===== src/verilog/hlu_params.svh =====
// constants of the head load/unload sequencer: offsets, field positions, timing
`ifndef HLU_PARAMS_SVH
`define HLU_PARAMS_SVH

// clock rate
`define HLU_CLK_MHZ 125

// timing figures in their own units
`define HLU_BRUSH_TIME_MS 20000
`define HLU_INDEX_PULSE_NS 55000
`define HLU_PAIR_WIN_NS 200000
`define HLU_MIN_RPM 2000

// derived cycle counts, 64-bit math to avoid overflow
`define HLU_BRUSH_CYC ((64'd`HLU_BRUSH_TIME_MS * 64'd1000 * 64'd`HLU_CLK_MHZ))
`define HLU_INDEX_PULSE_CYC ((64'd`HLU_INDEX_PULSE_NS * 64'd`HLU_CLK_MHZ) / 64'd1000)
`define HLU_PAIR_WIN_CYC ((64'd`HLU_PAIR_WIN_NS * 64'd`HLU_CLK_MHZ) / 64'd1000)
`define HLU_MAX_REV_CYC ((64'd60 * 64'd1000000 * 64'd`HLU_CLK_MHZ) / 64'd`HLU_MIN_RPM)

// register byte offsets
`define HLU_OFF_CTRL 8'h00
`define HLU_OFF_STATUS 8'h04
`define HLU_OFF_IRQ_STAT 8'h08
`define HLU_OFF_IRQ_MASK 8'h0C
`define HLU_OFF_REV_PERIOD 8'h10

// control register fields
`define HLU_CTRL_UNSECT 0
`define HLU_CTRL_RESTART 1

// status register fields
`define HLU_ST_STATE_LSB 0
`define HLU_ST_STATE_MSB 7
`define HLU_ST_SPEED_EN 8
`define HLU_ST_SPEED_OK 9
`define HLU_ST_READY 10
`define HLU_ST_UNLOADED_SW 11
`define HLU_ST_POWER 12

// interrupt event bits
`define HLU_IRQ_W 6
`define HLU_IRQ_READY 0
`define HLU_IRQ_RETRACT 1
`define HLU_IRQ_HALTED 2
`define HLU_IRQ_BRUSH_TO 3
`define HLU_IRQ_INDEX 4
`define HLU_IRQ_SPEED_LOST 5

// reset values
`define HLU_CTRL_RST 2'h0
`define HLU_MASK_RST 6'h00

`endif


===== src/verilog/hlu_pkg.sv =====
// types shared by the head load/unload sequencer
package hlu_pkg;

  // sequencer states, one-hot
  typedef enum logic [7:0] {
    HLU_OFF     = 8'h01,
    HLU_BRUSH   = 8'h02,
    HLU_WAIT_SP = 8'h04,
    HLU_FWD     = 8'h08,
    HLU_REV     = 8'h10,
    HLU_READY   = 8'h20,
    HLU_RETRACT = 8'h40,
    HLU_FAULT   = 8'h80
  } hlu_state_t;

  typedef logic [7:0] hlu_addr_t;
  typedef logic [31:0] hlu_word_t;

endpackage


===== src/verilog/hlu_index_qual.sv =====
// index transducer qualifier: notch one-shot, index/sector split, rotation speed
`timescale 1ns/1ps
`include "hlu_params.svh"

module hlu_index_qual #(
  parameter logic [31:0] PULSE_CYC = 32'(`HLU_INDEX_PULSE_CYC),
  parameter logic [31:0] PAIR_CYC = 32'(`HLU_PAIR_WIN_CYC),
  parameter logic [31:0] MAX_REV_CYC = 32'(`HLU_MAX_REV_CYC)
) (
  input wire logic core_clk, // system clock
  input wire logic rst, // sync reset, active high
  input wire logic notch, // synchronised notch level
  input wire logic unsectored, // pack has a single index notch
  output logic det_pulse, // fixed-length pulse per notch
  output logic index_pulse, // one-cycle revolution start
  output logic sector_pulse, // one-cycle sector mark
  output logic speed_ok, // rotation fast enough
  output hlu_pkg::hlu_word_t rev_period // cycles of last revolution
);
  import hlu_pkg::*;

  // whole module state
  typedef struct packed {
    logic notch_prev; // edge detect
    logic [31:0] pulse_cnt; // one-shot remaining
    logic det; // one-shot output
    logic pair_open; // waiting for second notch
    logic [31:0] pair_cnt; // pair window remaining
    logic idx; // index event
    logic sec; // sector event
    logic [31:0] rev_cnt; // cycles since index
    logic [31:0] period; // captured revolution time
    logic ok; // speed qualification
  } hlu_iq_t;

  hlu_iq_t q_ff;
  hlu_iq_t nxt_q;
  logic rise;

  assign rise = notch & ~q_ff.notch_prev;

  // next-state logic
  always_comb begin
    nxt_q = q_ff;
    nxt_q.notch_prev = notch;
    nxt_q.idx = 1'b0;
    nxt_q.sec = 1'b0;
    // fixed 55 us one pulse per notch
    if (rise) begin
      nxt_q.pulse_cnt = PULSE_CYC;
    end else if (q_ff.pulse_cnt != 32'h0) begin
      nxt_q.pulse_cnt = q_ff.pulse_cnt - 32'h1;
    end
    nxt_q.det = (nxt_q.pulse_cnt != 32'h0);
    // pair or single notch marks index
    if (unsectored) begin
      nxt_q.pair_open = 1'b0;
      nxt_q.idx = rise;
    end else if (rise) begin
      if (q_ff.pair_open) begin
        // second close notch: index
        nxt_q.idx = 1'b1;
        nxt_q.pair_open = 1'b0;
      end else begin
        // first notch: open the window
        nxt_q.pair_open = 1'b1;
        nxt_q.pair_cnt = PAIR_CYC;
      end
    end else if (q_ff.pair_open) begin
      // lone notch is a sector mark
      if (q_ff.pair_cnt <= 32'h1) begin
        nxt_q.sec = 1'b1;
        nxt_q.pair_open = 1'b0;
      end
      nxt_q.pair_cnt = q_ff.pair_cnt - 32'h1;
    end
    // revolution time decides speed
    if (nxt_q.idx) begin
      nxt_q.period = q_ff.rev_cnt;
      nxt_q.ok = (q_ff.rev_cnt <= MAX_REV_CYC);
      nxt_q.rev_cnt = 32'h0;
    end else begin
      if (q_ff.rev_cnt <= MAX_REV_CYC) begin
        nxt_q.rev_cnt = q_ff.rev_cnt + 32'h1;
      end else begin
        // no index in time: too slow
        nxt_q.ok = 1'b0;
      end
    end
  end

  // state register
  always_ff @(posedge core_clk) begin
    if (rst) begin
      q_ff <= '0;
    end else begin
      q_ff <= nxt_q;
    end
  end

  assign det_pulse = q_ff.det;
  assign index_pulse = q_ff.idx;
  assign sector_pulse = q_ff.sec;
  assign speed_ok = q_ff.ok;
  assign rev_period = q_ff.period;
endmodule


===== src/verilog/hlu_sequencer.sv =====
// head load/unload sequencer for a removable-pack disk drive
// How it works
// no data exchange until heads loaded
// power up starts spindle, brush, waits
// continue only with speed qualification asserted
// after brush, seek forward loading heads
// forward to end of travel, back 00
// heads switch means unloaded only retracted
// speed enable drop retracts carriage, halts
// 55 us pulse per sector notch
// index timing decides rotation speed good
// notch pair or single notch marks index
// other notches become separate sector marks
// speed loss mid-load aborts into retract
//
// Implementation choices: the strobed register port and the register offsets.
`timescale 1ns/1ps
`include "hlu_params.svh"

module hlu_sequencer #(
  parameter logic [31:0] BRUSH_CYC = 32'(`HLU_BRUSH_CYC),
  parameter logic [31:0] PULSE_CYC = 32'(`HLU_INDEX_PULSE_CYC),
  parameter logic [31:0] PAIR_CYC = 32'(`HLU_PAIR_WIN_CYC),
  parameter logic [31:0] MAX_REV_CYC = 32'(`HLU_MAX_REV_CYC)
) (
  input wire logic core_clk, // system clock
  input wire logic rst, // sync reset, active high
  input wire hlu_pkg::hlu_addr_t addr, // register byte address
  input wire hlu_pkg::hlu_word_t wdata, // write data
  input wire logic wr, // write strobe
  input wire logic rd, // read strobe
  output hlu_pkg::hlu_word_t rdata, // read data, cycle after rd
  output logic irq, // level interrupt
  input wire logic deck_power, // deck power present pin
  input wire logic speed_relay, // speed relay energised pin
  input wire logic brush_home, // brush reset switch pin
  input wire logic fwd_eot, // forward end of travel pin
  input wire logic track_zero, // carriage at track 00 pin
  input wire logic unloaded_sw, // heads loaded switch, high=unloaded
  input wire logic index_notch, // index transducer pin
  output logic spindle_on, // spindle drive on
  output logic brush_motor_on, // brush motor on
  output logic carriage_fwd, // drive carriage forward
  output logic carriage_rev, // drive carriage reverse
  output logic heads_ready, // data exchange allowed
  output logic index_det, // notch one-shot
  output logic index_pulse, // revolution start
  output logic sector_pulse // sector mark
);
  import hlu_pkg::*;

  localparam int NSYNC = 7; // synchronised pins

  // whole module state
  typedef struct packed {
    logic [NSYNC-1:0] sync1; // first sync stage
    logic [NSYNC-1:0] sync2; // second sync stage
    hlu_state_t state; // sequencer state
    logic power_prev; // power edge detect
    logic speed_prev; // speed_ok fall detect
    logic brush_left; // brushes seen away
    logic [31:0] brush_cnt; // brush timeout counter
    logic spindle; // spindle drive
    logic brush_mot; // brush motor
    logic fwd; // carriage forward
    logic rev; // carriage reverse
    logic ready; // heads loaded, data allowed
    logic [1:0] ctrl; // control register
    logic [`HLU_IRQ_W-1:0] irq_stat; // sticky events
    logic [`HLU_IRQ_W-1:0] irq_mask; // event enables
    hlu_word_t rdata; // read data
    logic irq; // interrupt level
  } hlu_seq_t;

  hlu_seq_t q_ff;
  hlu_seq_t nxt_q;

  // synchronised pins
  logic s_power; // deck power
  logic s_relay; // speed relay
  logic s_brush; // brush home
  logic s_eot; // forward end of travel
  logic s_trk0; // track 00
  logic s_unld; // unloaded switch
  logic s_notch; // index notch

  // index qualifier outputs
  logic iq_det;
  logic iq_idx;
  logic iq_sec;
  logic iq_ok;
  hlu_word_t iq_period;

  logic speed_en; // combined speed enable
  logic [`HLU_IRQ_W-1:0] ev; // events this cycle

  assign s_power = q_ff.sync2[0];
  assign s_relay = q_ff.sync2[1];
  assign s_brush = q_ff.sync2[2];
  assign s_eot = q_ff.sync2[3];
  assign s_trk0 = q_ff.sync2[4];
  assign s_unld = q_ff.sync2[5];
  assign s_notch = q_ff.sync2[6];

  // power, relay and index speed all needed
  assign speed_en = s_power & s_relay & iq_ok;

  // index transducer qualification
  hlu_index_qual #(
    .PULSE_CYC(PULSE_CYC),
    .PAIR_CYC(PAIR_CYC),
    .MAX_REV_CYC(MAX_REV_CYC)
  ) u_iq (
    .core_clk(core_clk),
    .rst(rst),
    .notch(s_notch),
    .unsectored(q_ff.ctrl[`HLU_CTRL_UNSECT]),
    .det_pulse(iq_det),
    .index_pulse(iq_idx),
    .sector_pulse(iq_sec),
    .speed_ok(iq_ok),
    .rev_period(iq_period)
  );

  // next-state logic
  always_comb begin
    nxt_q = q_ff;
    ev = '0;
    // two-stage pin synchroniser
    nxt_q.sync1 = {index_notch, unloaded_sw, track_zero, fwd_eot,
                   brush_home, speed_relay, deck_power};
    nxt_q.sync2 = q_ff.sync1;
    nxt_q.power_prev = s_power;
    nxt_q.speed_prev = iq_ok;
    nxt_q.ctrl[`HLU_CTRL_RESTART] = 1'b0;

    // sequencer
    case (q_ff.state)
      HLU_OFF: begin
        nxt_q.fwd = 1'b0;
        nxt_q.rev = 1'b0;
        nxt_q.ready = 1'b0;
        // power rise starts spindle and brushes
        if (s_power && (!q_ff.power_prev || q_ff.ctrl[`HLU_CTRL_RESTART])) begin
          nxt_q.spindle = 1'b1;
          nxt_q.brush_mot = 1'b1;
          nxt_q.brush_left = 1'b0;
          nxt_q.brush_cnt = BRUSH_CYC;
          nxt_q.state = HLU_BRUSH;
        end
      end
      HLU_BRUSH: begin
        // brushes away from home at least once
        if (!s_brush) begin
          nxt_q.brush_left = 1'b1;
        end
        if (q_ff.brush_cnt != 32'h0) begin
          nxt_q.brush_cnt = q_ff.brush_cnt - 32'h1;
        end
        if (!s_power) begin
          // abort on power loss
          nxt_q.brush_mot = 1'b0;
          nxt_q.state = HLU_RETRACT;
          ev[`HLU_IRQ_RETRACT] = 1'b1;
        end else if (q_ff.brush_left && s_brush) begin
          // brush cycle finished, brushes clear
          nxt_q.brush_mot = 1'b0;
          nxt_q.state = HLU_WAIT_SP;
        end else if (q_ff.brush_cnt == 32'h0) begin
          // brush never returned: stop, no loading
          nxt_q.brush_mot = 1'b0;
          nxt_q.state = HLU_FAULT;
          ev[`HLU_IRQ_BRUSH_TO] = 1'b1;
        end
      end
      HLU_WAIT_SP: begin
        if (!s_power) begin
          // abort on power loss
          nxt_q.state = HLU_RETRACT;
          ev[`HLU_IRQ_RETRACT] = 1'b1;
        end else if (speed_en) begin
          // speed qualified, R4: start forward seek
          nxt_q.fwd = 1'b1;
          nxt_q.state = HLU_FWD;
        end
      end
      HLU_FWD: begin
        // switch transfer is not taken as loaded
        if (!speed_en) begin
          // speed lost during load
          nxt_q.fwd = 1'b0;
          nxt_q.rev = 1'b1;
          nxt_q.state = HLU_RETRACT;
          ev[`HLU_IRQ_RETRACT] = 1'b1;
        end else if (s_eot) begin
          // end of travel, reverse toward 00
          nxt_q.fwd = 1'b0;
          nxt_q.rev = 1'b1;
          nxt_q.state = HLU_REV;
        end
      end
      HLU_REV: begin
        if (!speed_en) begin
          // speed lost during load
          nxt_q.state = HLU_RETRACT;
          ev[`HLU_IRQ_RETRACT] = 1'b1;
        end else if (s_trk0) begin
          // parked on track 00, heads loaded
          nxt_q.rev = 1'b0;
          nxt_q.ready = 1'b1;
          nxt_q.state = HLU_READY;
          ev[`HLU_IRQ_READY] = 1'b1;
        end
      end
      HLU_READY: begin
        // speed enable drop, retract from here
        if (!speed_en) begin
          nxt_q.ready = 1'b0;
          nxt_q.rev = 1'b1;
          nxt_q.state = HLU_RETRACT;
          ev[`HLU_IRQ_RETRACT] = 1'b1;
        end
      end
      HLU_RETRACT: begin
        nxt_q.fwd = 1'b0;
        nxt_q.ready = 1'b0;
        // only full retraction counts as unloaded
        if (s_unld) begin
          // retracted stop reached, halt
          nxt_q.rev = 1'b0;
          nxt_q.state = HLU_OFF;
          ev[`HLU_IRQ_HALTED] = 1'b1;
        end else begin
          nxt_q.rev = 1'b1;
        end
        if (!s_power) begin
          nxt_q.spindle = 1'b0;
        end
      end
      HLU_FAULT: begin
        // held off until a software restart or deck power loss returns it to off
        nxt_q.fwd = 1'b0;
        nxt_q.rev = 1'b0;
        nxt_q.ready = 1'b0;
        if (q_ff.ctrl[`HLU_CTRL_RESTART] || !s_power) begin
          nxt_q.state = HLU_OFF;
        end
      end
      default: begin
        // illegal code: safe retract
        nxt_q.fwd = 1'b0;
        nxt_q.rev = 1'b1;
        nxt_q.ready = 1'b0;
        nxt_q.state = HLU_RETRACT;
      end
    endcase

    // spindle follows deck power off
    if (!s_power && (q_ff.state != HLU_RETRACT)) begin
      nxt_q.spindle = 1'b0;
    end

    // no data while not parked and qualified
    if (nxt_q.state != HLU_READY) begin
      nxt_q.ready = 1'b0;
    end

    // other events
    ev[`HLU_IRQ_INDEX] = iq_idx;
    ev[`HLU_IRQ_SPEED_LOST] = q_ff.speed_prev & ~iq_ok;

    // register writes
    if (wr) begin
      case (addr)
        `HLU_OFF_CTRL: begin
          nxt_q.ctrl = wdata[1:0];
        end
        `HLU_OFF_IRQ_STAT: begin
          nxt_q.irq_stat = q_ff.irq_stat & ~wdata[`HLU_IRQ_W-1:0];
        end
        `HLU_OFF_IRQ_MASK: begin
          nxt_q.irq_mask = wdata[`HLU_IRQ_W-1:0];
        end
        default: begin
          // unmapped or read-only: ignored
        end
      endcase
    end
    // set wins over a same-cycle clear
    nxt_q.irq_stat = nxt_q.irq_stat | ev;
    nxt_q.irq = |(nxt_q.irq_stat & nxt_q.irq_mask);

    // read data, valid one cycle after rd only
    nxt_q.rdata = '0;
    if (rd) begin
      case (addr)
        `HLU_OFF_CTRL: begin
          nxt_q.rdata[1:0] = q_ff.ctrl;
        end
        `HLU_OFF_STATUS: begin
          nxt_q.rdata[`HLU_ST_STATE_MSB:`HLU_ST_STATE_LSB] = q_ff.state;
          nxt_q.rdata[`HLU_ST_SPEED_EN] = speed_en;
          nxt_q.rdata[`HLU_ST_SPEED_OK] = iq_ok;
          nxt_q.rdata[`HLU_ST_READY] = q_ff.ready;
          nxt_q.rdata[`HLU_ST_UNLOADED_SW] = s_unld;
          nxt_q.rdata[`HLU_ST_POWER] = s_power;
        end
        `HLU_OFF_IRQ_STAT: begin
          nxt_q.rdata[`HLU_IRQ_W-1:0] = q_ff.irq_stat;
        end
        `HLU_OFF_IRQ_MASK: begin
          nxt_q.rdata[`HLU_IRQ_W-1:0] = q_ff.irq_mask;
        end
        `HLU_OFF_REV_PERIOD: begin
          nxt_q.rdata = iq_period;
        end
        default: begin
          // unmapped reads zero
          nxt_q.rdata = '0;
        end
      endcase
    end
  end

  // state register
  always_ff @(posedge core_clk) begin
    if (rst) begin
      q_ff <= '0;
      q_ff.state <= HLU_OFF;
      q_ff.ctrl <= `HLU_CTRL_RST;
      q_ff.irq_mask <= `HLU_MASK_RST;
    end else begin
      q_ff <= nxt_q;
    end
  end

  // outputs straight from flip-flops
  assign rdata = q_ff.rdata;
  assign irq = q_ff.irq;
  assign spindle_on = q_ff.spindle;
  assign brush_motor_on = q_ff.brush_mot;
  assign carriage_fwd = q_ff.fwd;
  assign carriage_rev = q_ff.rev;
  // data exchange gated by loaded state
  assign heads_ready = q_ff.ready;
  assign index_det = iq_det;
  assign index_pulse = iq_idx;
  assign sector_pulse = iq_sec;
endmodule


===== config.mk =====
export PLATFORM = sky130hd
export DESIGN_NAME = hlu_sequencer
export DESIGN_NICKNAME = d
export VERILOG_FILES = /design/src/verilog/hlu_pkg.sv /design/src/verilog/hlu_index_qual.sv /design/src/verilog/hlu_sequencer.sv
export VERILOG_INCLUDE_DIRS = /design/src /design/src/verilog
export SDC_FILE = /design/constraint.sdc
export NUM_CORES = 1
export LEC_CHECK = 0
export BUFFER_PORTS_ARGS = -buffer_cell sky130_fd_sc_hd__buf_4
export CAP_MARGIN = 20
export CORE_UTILIZATION = 45
export CTS_BUF_LIST = sky130_fd_sc_hd__clkbuf_8
export DETAILED_ROUTE_END_ITERATION = 10
export PLACE_DENSITY = 0.66
export SYNTH_ARGS = -nofsm -noshare
export SYNTH_HDL_FRONTEND = slang
export SYNTH_SLANG_ARGS = --single-unit

===== constraint.sdc =====
create_clock -name core_clk -period 5 [get_ports core_clk]
set_input_delay 0.5 -clock core_clk [delete_from_list [all_inputs] [get_ports core_clk]]
set_output_delay 0.5 -clock core_clk [all_outputs]
set_load 0.02 [all_outputs]

* Yosys cells after proc, flatten, opt, wreduce, memory -nomap -nowiden
Index checks and enable logic that the tools add are counted.
** Operators by class
- Muxes and demuxes :: 66
- $add $sub $neg :: 4
- Order comparisons :: 2
- Equality and inequality tests :: 27
- Bitwise gates (word level) :: 19
- Multipliers :: 0
- Reductions and logical operators :: 38
- Shift-type cells :: 0
- Div/mod/pow operators :: 0
** Operators by type and width (count)
- 32-bit two-way mux :: 4
- 8-bit two-way mux :: 13
- 32-bit nonzero test :: 3
- 32-bit by 1-bit subtractor with 32-bit output (second input constant) :: 3
- 33-bit two-way mux :: 2
- 33-bit case mux with 2 select lines :: 1
- 8-bit case mux with 8 select lines :: 1
- 35-bit two-way mux :: 1
- 32-bit by 1-bit adder with 32-bit output (second input constant) :: 1
- 32-bit by 1-bit less-or-equal comparator with 1-bit output (second input constant) :: 1
- 32-bit by 22-bit less-or-equal comparator with 1-bit output (second input constant) :: 1
- 32-bit zero test :: 1
- 1-bit two-way mux :: 27
- 8-bit by 4-bit == test with 1-bit output (second input constant) :: 3
- 2-bit inequality test (second input constant) :: 10
- 8-bit by 3-bit == test with 1-bit output (second input constant) :: 2
- 8-bit by 5-bit == test with 1-bit output (second input constant) :: 2
- 4-bit case mux with 4 select lines :: 1
- 3-bit AND reduction :: 5
- 3-bit OR reduction :: 5
- 7-bit case mux with 2 select lines :: 1
- 2-bit OR reduction :: 7
- 6-bit bitwise AND :: 2
- 12-bit two-way mux :: 1
- 30 further kinds :: 58
** Storage, ports and cells
- Memories :: 0
- Output and inout bits :: 41
- Bits in writable memories :: 0
- Latch bits :: 0
- ROM bits :: 0
- Word-level logic and storage cells :: 185
- Bits in registers :: 243

* Logic depth before layout (Yosys ltp)
Gate-level depths: netlist of the first run.
- Depth in word-level cells :: 8
- Gate-level depth with buffers :: 11

* Modules after synthesis
A second synthesis of the first run with hierarchy kept.
** Second synthesis, totals
- Cell total of the unflattened synthesis :: 1333
- Area total of the unflattened synthesis :: 11370.9 µm²
** By module, submodules not included
- hlu_index_qual :: area each 6452.4 µm², cells an instance 789, instances 1, sequential area each 2682.6 µm²
- hlu_sequencer :: area each 4918.5 µm², cells an instance 544, instances 1, sequential area each 2182.1 µm²

* Least setup slack after synthesis of the first run
OpenSTA, ideal clock, no wires.
- Kind :: register to register
- From :: register u_iq.q_ff[67] in the netlist's numbering
- To :: register u_iq.q_ff[97] in the netlist's numbering
- Library setup time :: 0.091 ns
- Buffers on the path :: 0
- Path slack :: 2.495 ns
- Period minus slack after synthesis :: 2.505 ns
- Stages on the path, launching flop included :: 10
- Data required time :: 4.909 ns
- Data arrival time :: 2.414 ns
- Cell sequence :: dfxtp_1 inv_1 ha_1 nor3b_1 nand4_1 or3_1 or4_1 nor2_1 a21oi_1 a311oi_1
** Between the ends
- Cells in the longest elaborated chain, start to end :: 3
** Ends and longest elaborated chain
- from (decl) :: line hlu_index_qual.sv:36 : hlu_iq_t q_ff;
- from (signal assigned) :: line hlu_index_qual.sv:97 : q_ff <= nxt_q;
- 32-bit by 1-bit subtractor with 32-bit output :: line hlu_index_qual.sv:75 : nxt_q.pair_cnt = q_ff.pair_cnt - 32'h1;
- 33-bit two-way mux :: line hlu_index_qual.sv:69 : end else if (q_ff.pair_open) begin
- 33-bit two-way mux :: line hlu_index_qual.sv:59 : end else if (rise) begin
No other way between the ends. The select of a mux whose other input is x is not followed.
A chain may end at the register's enable or synchronous reset.

* Worst setup path after layout of the first run
- From :: register u_iq.q_ff[103] in the netlist's numbering
- To :: register u_iq.q_ff, in the netlist u_iq.det_pulse
** Between the ends
- Cells in the longest elaborated chain, start to end :: 4
- Elaborated cells on any way between the ends :: 5
- Those cells by class :: add/sub: 1; mux: 2; reduce/logical: 2
** Ends and longest elaborated chain
- 32-bit by 1-bit subtractor with 32-bit output or 32-bit nonzero test (tied branches) :: line hlu_index_qual.sv:52, hlu_index_qual.sv:51
- 32-bit two-way mux (*) :: line hlu_index_qual.sv:51 : end else if (q_ff.pulse_cnt != 32'h0) begin
- 32-bit two-way mux (*) :: line hlu_index_qual.sv:49 : if (rise) begin
- 32-bit nonzero test (*) :: line hlu_index_qual.sv:54 : nxt_q.det = (nxt_q.pulse_cnt != 32'h0);
Mark *: on every way between the ends. The rest lies on a longest branch, timed or not.

==> flow_metrics.tcl, run 1 <==
set metrics [dict create \
    grt-ovfl-total 0 \
    pwr-share-comb_pct 29.6 \
    worstMarginPinSlew_ns 1.01 \
    power_switching_mw 2.06 \
    grt_pass1_vias 8190 \
    antenna_found_initial 0 \
    p_clk_share_pct 30.0 \
    async_flop_share_pct 0 \
    slew_violations 0 \
    routedWlPerCell_microns 15.4 \
    arrival_ns 3.33 \
    insertion_delay_ns 0.55 \
    clkTransAtPathRegs_ns 0.06 \
    final_area_sq_um 12000 \
    worstSetupPathType "reg2reg" \
    fin_cells 1584 \
    internal_power_mw 3.74 \
    synth_cell_types 67 \
    die_h_microns 156 \
    final_net_count 1299 \
    finalWirelength_microns 24300 \
    ctsLongestPathBuffers 3 \
    synth-edff-count 0 \
    drcViolationCount 0 \
    cp-end-kind "flip-flop" \
    grt_pass1_wl_microns 40100 \
    synthFlopType "dfxtp_1" \
    fin_skew_ns 0.0247 \
    routed-via-count 8780 \
    synth-seq-cells 243 \
    area_growth_pct 12.0 \
    drive_above_1_share_pct 12.8 \
    worstPathMaxFanout 9 \
    status "finished, final reports clean" \
    slowest_delay_ns 0.65 \
    crit_buf_inv 0 \
    yosys_warnings 0 \
    peakVddDrop_mv 0.479 \
    ant_nets 0 \
    die_area_sq_um 24400 \
    p_seq_share_pct 40.4 \
    maxCapViolations 0 \
    synthesis.nets 1277 \
    hold_viol 0 \
    diodes 0 \
    hold_class "in2reg" \
    place_inst 1517 \
    dpl_cell_area_sq_um 11200 \
    worst_setup_path_start_kind "flip-flop" \
    cts.sinks 243 \
    core_region_area_sq_um 23400 \
    cts_tree "built" \
    io_buffer_count 65 \
    setup_tns_ns 0 \
    required_ns 5.38 \
    postCtsSetupBuffers 0 \
    min_period_ns 2.95 \
    cts_root_buf "clkbuf_8" \
    p_sw_share_pct 35.6 \
    powerDensity_nw_per_um2 485 \
    synthCells 1219 \
    rows 56 \
    track_usage_pct 20.0 \
    report.final.setup_viol 0 \
    dr.pass1.iters 6 \
    htreeDepth 2 \
    via_per_inst 5.54 \
    fin_crit_sh_pct 58.9 \
    grt_setup_unrepaired "no" \
    grt_max_degree 53 \
    yosysSeqAreaShare_pct 45.5 \
    crit_chain "nor4_1 > nand4_1 > o211ai_1 > nor3_1 > xor2_1 > a211oi_1 > a31oi_1" \
    cpMaxStageDelayCell "nor4_1" \
    finalPower_mw 5.80 \
    netlist_area_sq_um 10700 \
    num-fill-cells 2271 \
    numCtsBuffers 41 \
    dp_hpwl_microns 16300 \
    hold_buffers 0 \
    cp_top_family "simple AND/OR/NAND/NOR gates" \
    cts-resized-gates 0 \
    start_util_pct 45.6 \
    leakage_nw 4.55 \
    io-pin-count 92 \
    syn_avg_cell_area_sq_um 8.76 \
    fmax_mhz 339 \
    routabilityCongestion 0.836 \
    die_x_microns 156 \
    slew_headroom_pct 32.9 \
    drt_iter0_drc 459 \
]
-- cells in the mapped netlist, drive strengths merged (8+ instances only) --
cell | instances | area [sq um]
inv | 21 | 78.8
nand2 | 80 | 300
a311oi | 13 | 114
o21ai | 48 | 240
dfxtp | 243 | 4860
a21oi | 80 | 400
nand4 | 22 | 138
a22o | 38 | 333
mux2i | 10 | 100
a211oi | 11 | 82.6
xor2 | 29 | 254
nor3 | 38 | 190
nor2 | 151 | 567
o31ai | 8 | 73.8
nor2b | 30 | 188
nor4 | 37 | 265
and2 | 42 | 263
buf | 36 | 259
nand3 | 31 | 155
and3 | 13 | 81.3
or3 | 24 | 150
xnor2 | 29 | 254
nand2b | 10 | 62.6
or4 | 14 | 116
clkbuf | 57 | 214
-- routing by layer --
layer / vias to the layer above / share of wire, % / routed length (microns) / GRT usage [%]
met3: 39 / 4.9 / 1200 / 3.83
met2: 180 / 46 / 11300 / 33.4
met4: 0 / 2.0 / 481 / 6.96
met1: 4172 / 47 / 11400 / 25.8
li1: 4389 / - / - / -
met5: - / 0 / 0 / 0
-- worst reg2reg max path, cell delays in order (launching register included) --
cell      delay, ns
dfxtp_1        0.38
nor4_1         0.65
nand4_1        0.47
o211ai_1       0.50
nor3_1         0.13
xor2_1         0.17
a211oi_1       0.33
a31oi_1        0.16
-- path summary, 6_finish.rpt --
check,to,startpoint,slack [ns],depth (start not counted)
setup reg to reg,u_iq.det_pulse$_SDFF_PP0_,u_iq.q_ff[103]$_SDFF_PP0_,2.05,7
setup / recovery,u_iq.det_pulse$_SDFF_PP0_,u_iq.q_ff[103]$_SDFF_PP0_,2.05,7
hold / removal,nxt_q[100]$_SDFF_PP0_,unloaded_sw,0.16,2
hold reg to reg,q_ff[98]$_SDFF_PP0_,nxt_q[98]$_SDFF_PP0_,0.42,1
-- cell families (layout without fill, tap and decap cells) --
| kind of cell | count (synthesis) | count (layout) | share of synthesized area (%) |
|---|---|---|---|
| multiplexers | 17 | 17 | 1.68 |
| AO/OA/AOI/OAI | 261 | 261 | 16.7 |
| flip-flops | 243 | 243 | 45.5 |
| AND/OR/NAND/NOR | 519 | 519 | 25.4 |
| XOR/XNOR | 58 | 58 | 4.76 |
| buffers and inverters | 114 | 160 | 5.17 |
| adder cells (fa/ha/maj) | 7 | 7 | 0.820 |
-- power by group through the flow --
stage                     clock network [mW]  registers (mW)  logic [mW]
after global placement                     0            2.38        1.67
after CTS                               1.79            2.34        1.71
after floorplan                            0            2.31        1.40
after detailed placement                   0            2.38        1.70
after global routing                    1.89            2.37        1.93
final                                   1.74            2.35        1.71
-- per-stage QoR --
| stage | util (%) | hold slack (ns) | setup slack (ns) |
|---|---|---|---|
| after floorplan | - | 0.414 | 2.49 |
| after global placement | 47.7 | 0.416 | 2.09 |
| after detailed placement | 47.7 | 0.423 | 2.12 |
| after CTS | 51.1 | 0.140 | 2.07 |
| after global routing | 51.1 | 0.158 | 1.74 |
| final | 51.1 | 0.164 | 2.05 |
-- registers in the layout, summed over array words and instances (netlist names), 8 cells and up --
name and count:
rdata 32, nxt_q 8, u_iq.q_ff 98, u_iq.rev_period 32
q_ff 63
-- layout make-up --
class,instances,area [sq um],area share (%)
clock buffers,53,729,6.10
multi-input cells,862,5270,44.1
inverters,21,78.8,0.659
flip-flops and latches,243,4860,40.7
well taps,319,399,3.34
repair buffers,72,541,4.52
clock inverters,14,75.1,0.628
-- cell usage in the layout, fill, tap and decap left out, types with 26 or more instances in the layout --
cell,Yosys,final
o21ai_0,47,46
nor4_1,33,33
nor2_1,151,150
a21oi_1,80,80
nor3_1,38,37
inv_1,21,26
dfxtp_1,243,243
nor2b_1,30,30
nand2_1,80,80
and2_1,42,42
buf_4,32,72
xor2_1,29,29
clkbuf_8,0,53
nand3_1,31,31
a22o_1,38,38
xnor2_1,29,29
No activity file was read; power rests on OpenSTA's default activity.
==> run 2: changes to the inputs <==
Settings changed: ABC_AREA set to 1.
Clock period 5 ns to 3.1 ns, I/O delays scaled along.
==> run 2 against run 1 <==
Compared with the run above: clock power up 66%; hold slack worse by 0.11 ns; first-iteration DRC count up 60%; critical path type unchanged.
==> flow_metrics.tcl, run 2 <==
set metrics [dict create \
    synth_top_cells_by_count "nand2_1 (296), nor2_1 (291), dfxtp_1 (243)" \
    routed-via-count 10900 \
    yosysSeqAreaShare_pct 41.2 \
    die_h_microns 164 \
    worst_setup_path_start_kind "flip-flop" \
    hold_class "in2reg" \
    whs_ns 0.0566 \
    status "finished, final reports clean" \
    top_regs "u_iq.q_ff (98), q_ff (63)" \
    via_per_inst 5.13 \
    fin_util_pct 52.2 \
    worstPathMaxFanout 6 \
    crit_chain "inv_1 > ha_1 > nand2_1 > nor2_2 > nand2_1 > inv_1 > nand2_1 > nand2_1 > nand2_1 > nand3_1 > nand2_1 > nor2_1 > nand2_1 > nor2_1 > a21oi_1" \
    peakVddDrop_mv 0.671 \
    ctsLongestPathBuffers 3 \
    synthCells 1710 \
    finalWirelength_microns 28800 \
    maxCapViolations 0 \
    routabilityCongestion 0.931 \
    rows 58 \
    yosysTopAreaCell "dfxtp_1" \
    mostFrequentLayoutCells "nand2_1 (295), nor2_1 (291), inv_1 (249), dfxtp_1 (243), a21oi_1 (106)" \
    async_flop_share_pct 0 \
    slew_violations 0 \
    cts_root_buf "clkbuf_8" \
    slew_headroom_pct 49.0 \
    grt_setup_unrepaired "no" \
    cts_tree "built" \
    numCtsBuffers 41 \
    clkTransAtPathRegs_ns 0.06 \
    fin_crit_sh_pct 72.4 \
    die_area_sq_um 26900 \
    regMostFlops "u_iq.q_ff" \
    fin_ws_ns 0.856 \
    hold_viol 0 \
    drcViolationCount 0 \
    setup_tns_ns 0 \
    fin_skew_ns 0.0172 \
    htreeDepth 2 \
    largest_reg_flops 98 \
    fin_cells 2120 \
    final_common_cell "nand2_1" \
    cts.sinks 243 \
    min_period_ns 2.24 \
    drt_iter0_drc 736 \
    drive_above_1_share_pct 11.4 \
    netlist_area_sq_um 11800 \
    ys_top_cells_by_area "dfxtp_1 (41%), nand2_1 (9.4%), nor2_1 (9.3%), inv_1 (7.5%), a21oi_1 (4.5%)" \
    yosys_warnings 0 \
    dpl_worst_slack_ns 0.870 \
    syn_avg_cell_area_sq_um 6.90 \
    final_net_count 1818 \
    place_inst 2041 \
    track_usage_pct 21.9 \
    io_buffer_count 65 \
    start_util_pct 46.4 \
    dr.pass1.iters 5 \
    yosys.cell_count.top_type "nand2_1" \
    core_region_area_sq_um 25500 \
    final_area_sq_um 13300 \
    slowest_delay_ns 0.32 \
    grt_max_degree 65 \
    grt_pass1_vias 10100 \
    routedWlPerCell_microns 13.6 \
    dp_hpwl_microns 20800 \
    cts-resized-gates 0 \
    report.final.setup_viol 0 \
    synth-edff-count 0 \
    worstMarginPinSlew_ns 0.763 \
    synth-seq-cells 243 \
    cp-end-kind "flip-flop" \
    diodes 0 \
    synth_top_area_share_pct 41.2 \
    finalPower_mw 10.8 \
    cp_top_family "simple AND/OR/NAND/NOR gates" \
    dpl_cell_area_sq_um 12400 \
    grt-ovfl-total 0 \
    die_x_microns 164 \
    hold_buffers 6 \
    grt_pass1_wl_microns 48200 \
    antenna_found_initial 0 \
    area_growth_pct 12.6 \
    cpMaxStageDelayCell "dfxtp_1" \
    insertion_delay_ns 0.55 \
    postCtsSetupBuffers 0 \
    crit_buf_inv 2 \
    synth_cell_types 53 \
    ant_nets 0 \
    worstSetupPathType "reg2reg" \
    fmax_mhz 446 \
    cp_common_cell "nand2_1" \
    synthFlopType "dfxtp_1" \
    synthesis.nets 1768 \
    required_ns 3.50 \
    io-pin-count 92 \
    leakage_nw 5.82 \
    powerDensity_nw_per_um2 815 \
    arrival_ns 2.64 \
]
run 2: per-layer routing:
metal / part of all wire, % / GRT usage (%) / up-vias
met5: 0 / 0 / -
met4: 2.0 / 7.20 / 0
met3: 6.2 / 4.44 / 50
met2: 45 / 35.5 / 279
met1: 47 / 29.1 / 4946
li1: - / - / 5603
run 2: final cells by class:
type,count,area (sq um)
clock inverters,21,124
inverters,244,918
well taps,330,413
multi-input cells,1144,5590
fillers,2531,12200
repair buffers,86,661
flip-flops and latches,243,4860
clock buffers,52,716
run 2: worst paths after layout:
| path | endpoint | from | slack, ns | cells past startpoint |
|---|---|---|---|---|
| worst max-delay path | u_iq.det_pulse$_SDFF_PP0_ | u_iq.q_ff[101]$_SDFF_PP0_ | 0.86 | 15 |
| worst min-delay path | nxt_q[96]$_SDFF_PP0_ | speed_relay | 0.06 | 3 |
| worst max register to register | u_iq.det_pulse$_SDFF_PP0_ | u_iq.q_ff[101]$_SDFF_PP0_ | 0.86 | 15 |
| worst min register to register | q_ff[100]$_SDFF_PP0_ | nxt_q[100]$_SDFF_PP0_ | 0.39 | 2 |
run 2: report_power, final:
group | total, mW | switching (mW) | internal, mW
logic | 4.25 | 2.87 | 1.38
registers | 3.70 | 0.276 | 3.42
clock network | 2.88 | 1.28 | 1.60
total | 10.8 | 4.43 | 6.40
run 2: worst min-delay path: cells and delay by family:
kind,cells,cell delay (ns)
buffers and inverters,2,0.16
and+or+nand+nor,1,0.07
run 2: cell families (layout without fill, tap and decap cells):
logic type	after synthesis	count (layout)	synth area share, %
AO/OA/AOI/OAI	268	268	12.8
adder cells (fa/ha/maj)	7	7	0.742
buffers and inverters	323	403	11.5
flip-flops	243	243	41.2
XOR/XNOR	35	35	2.60
AND/OR/NAND/NOR	834	834	31.2
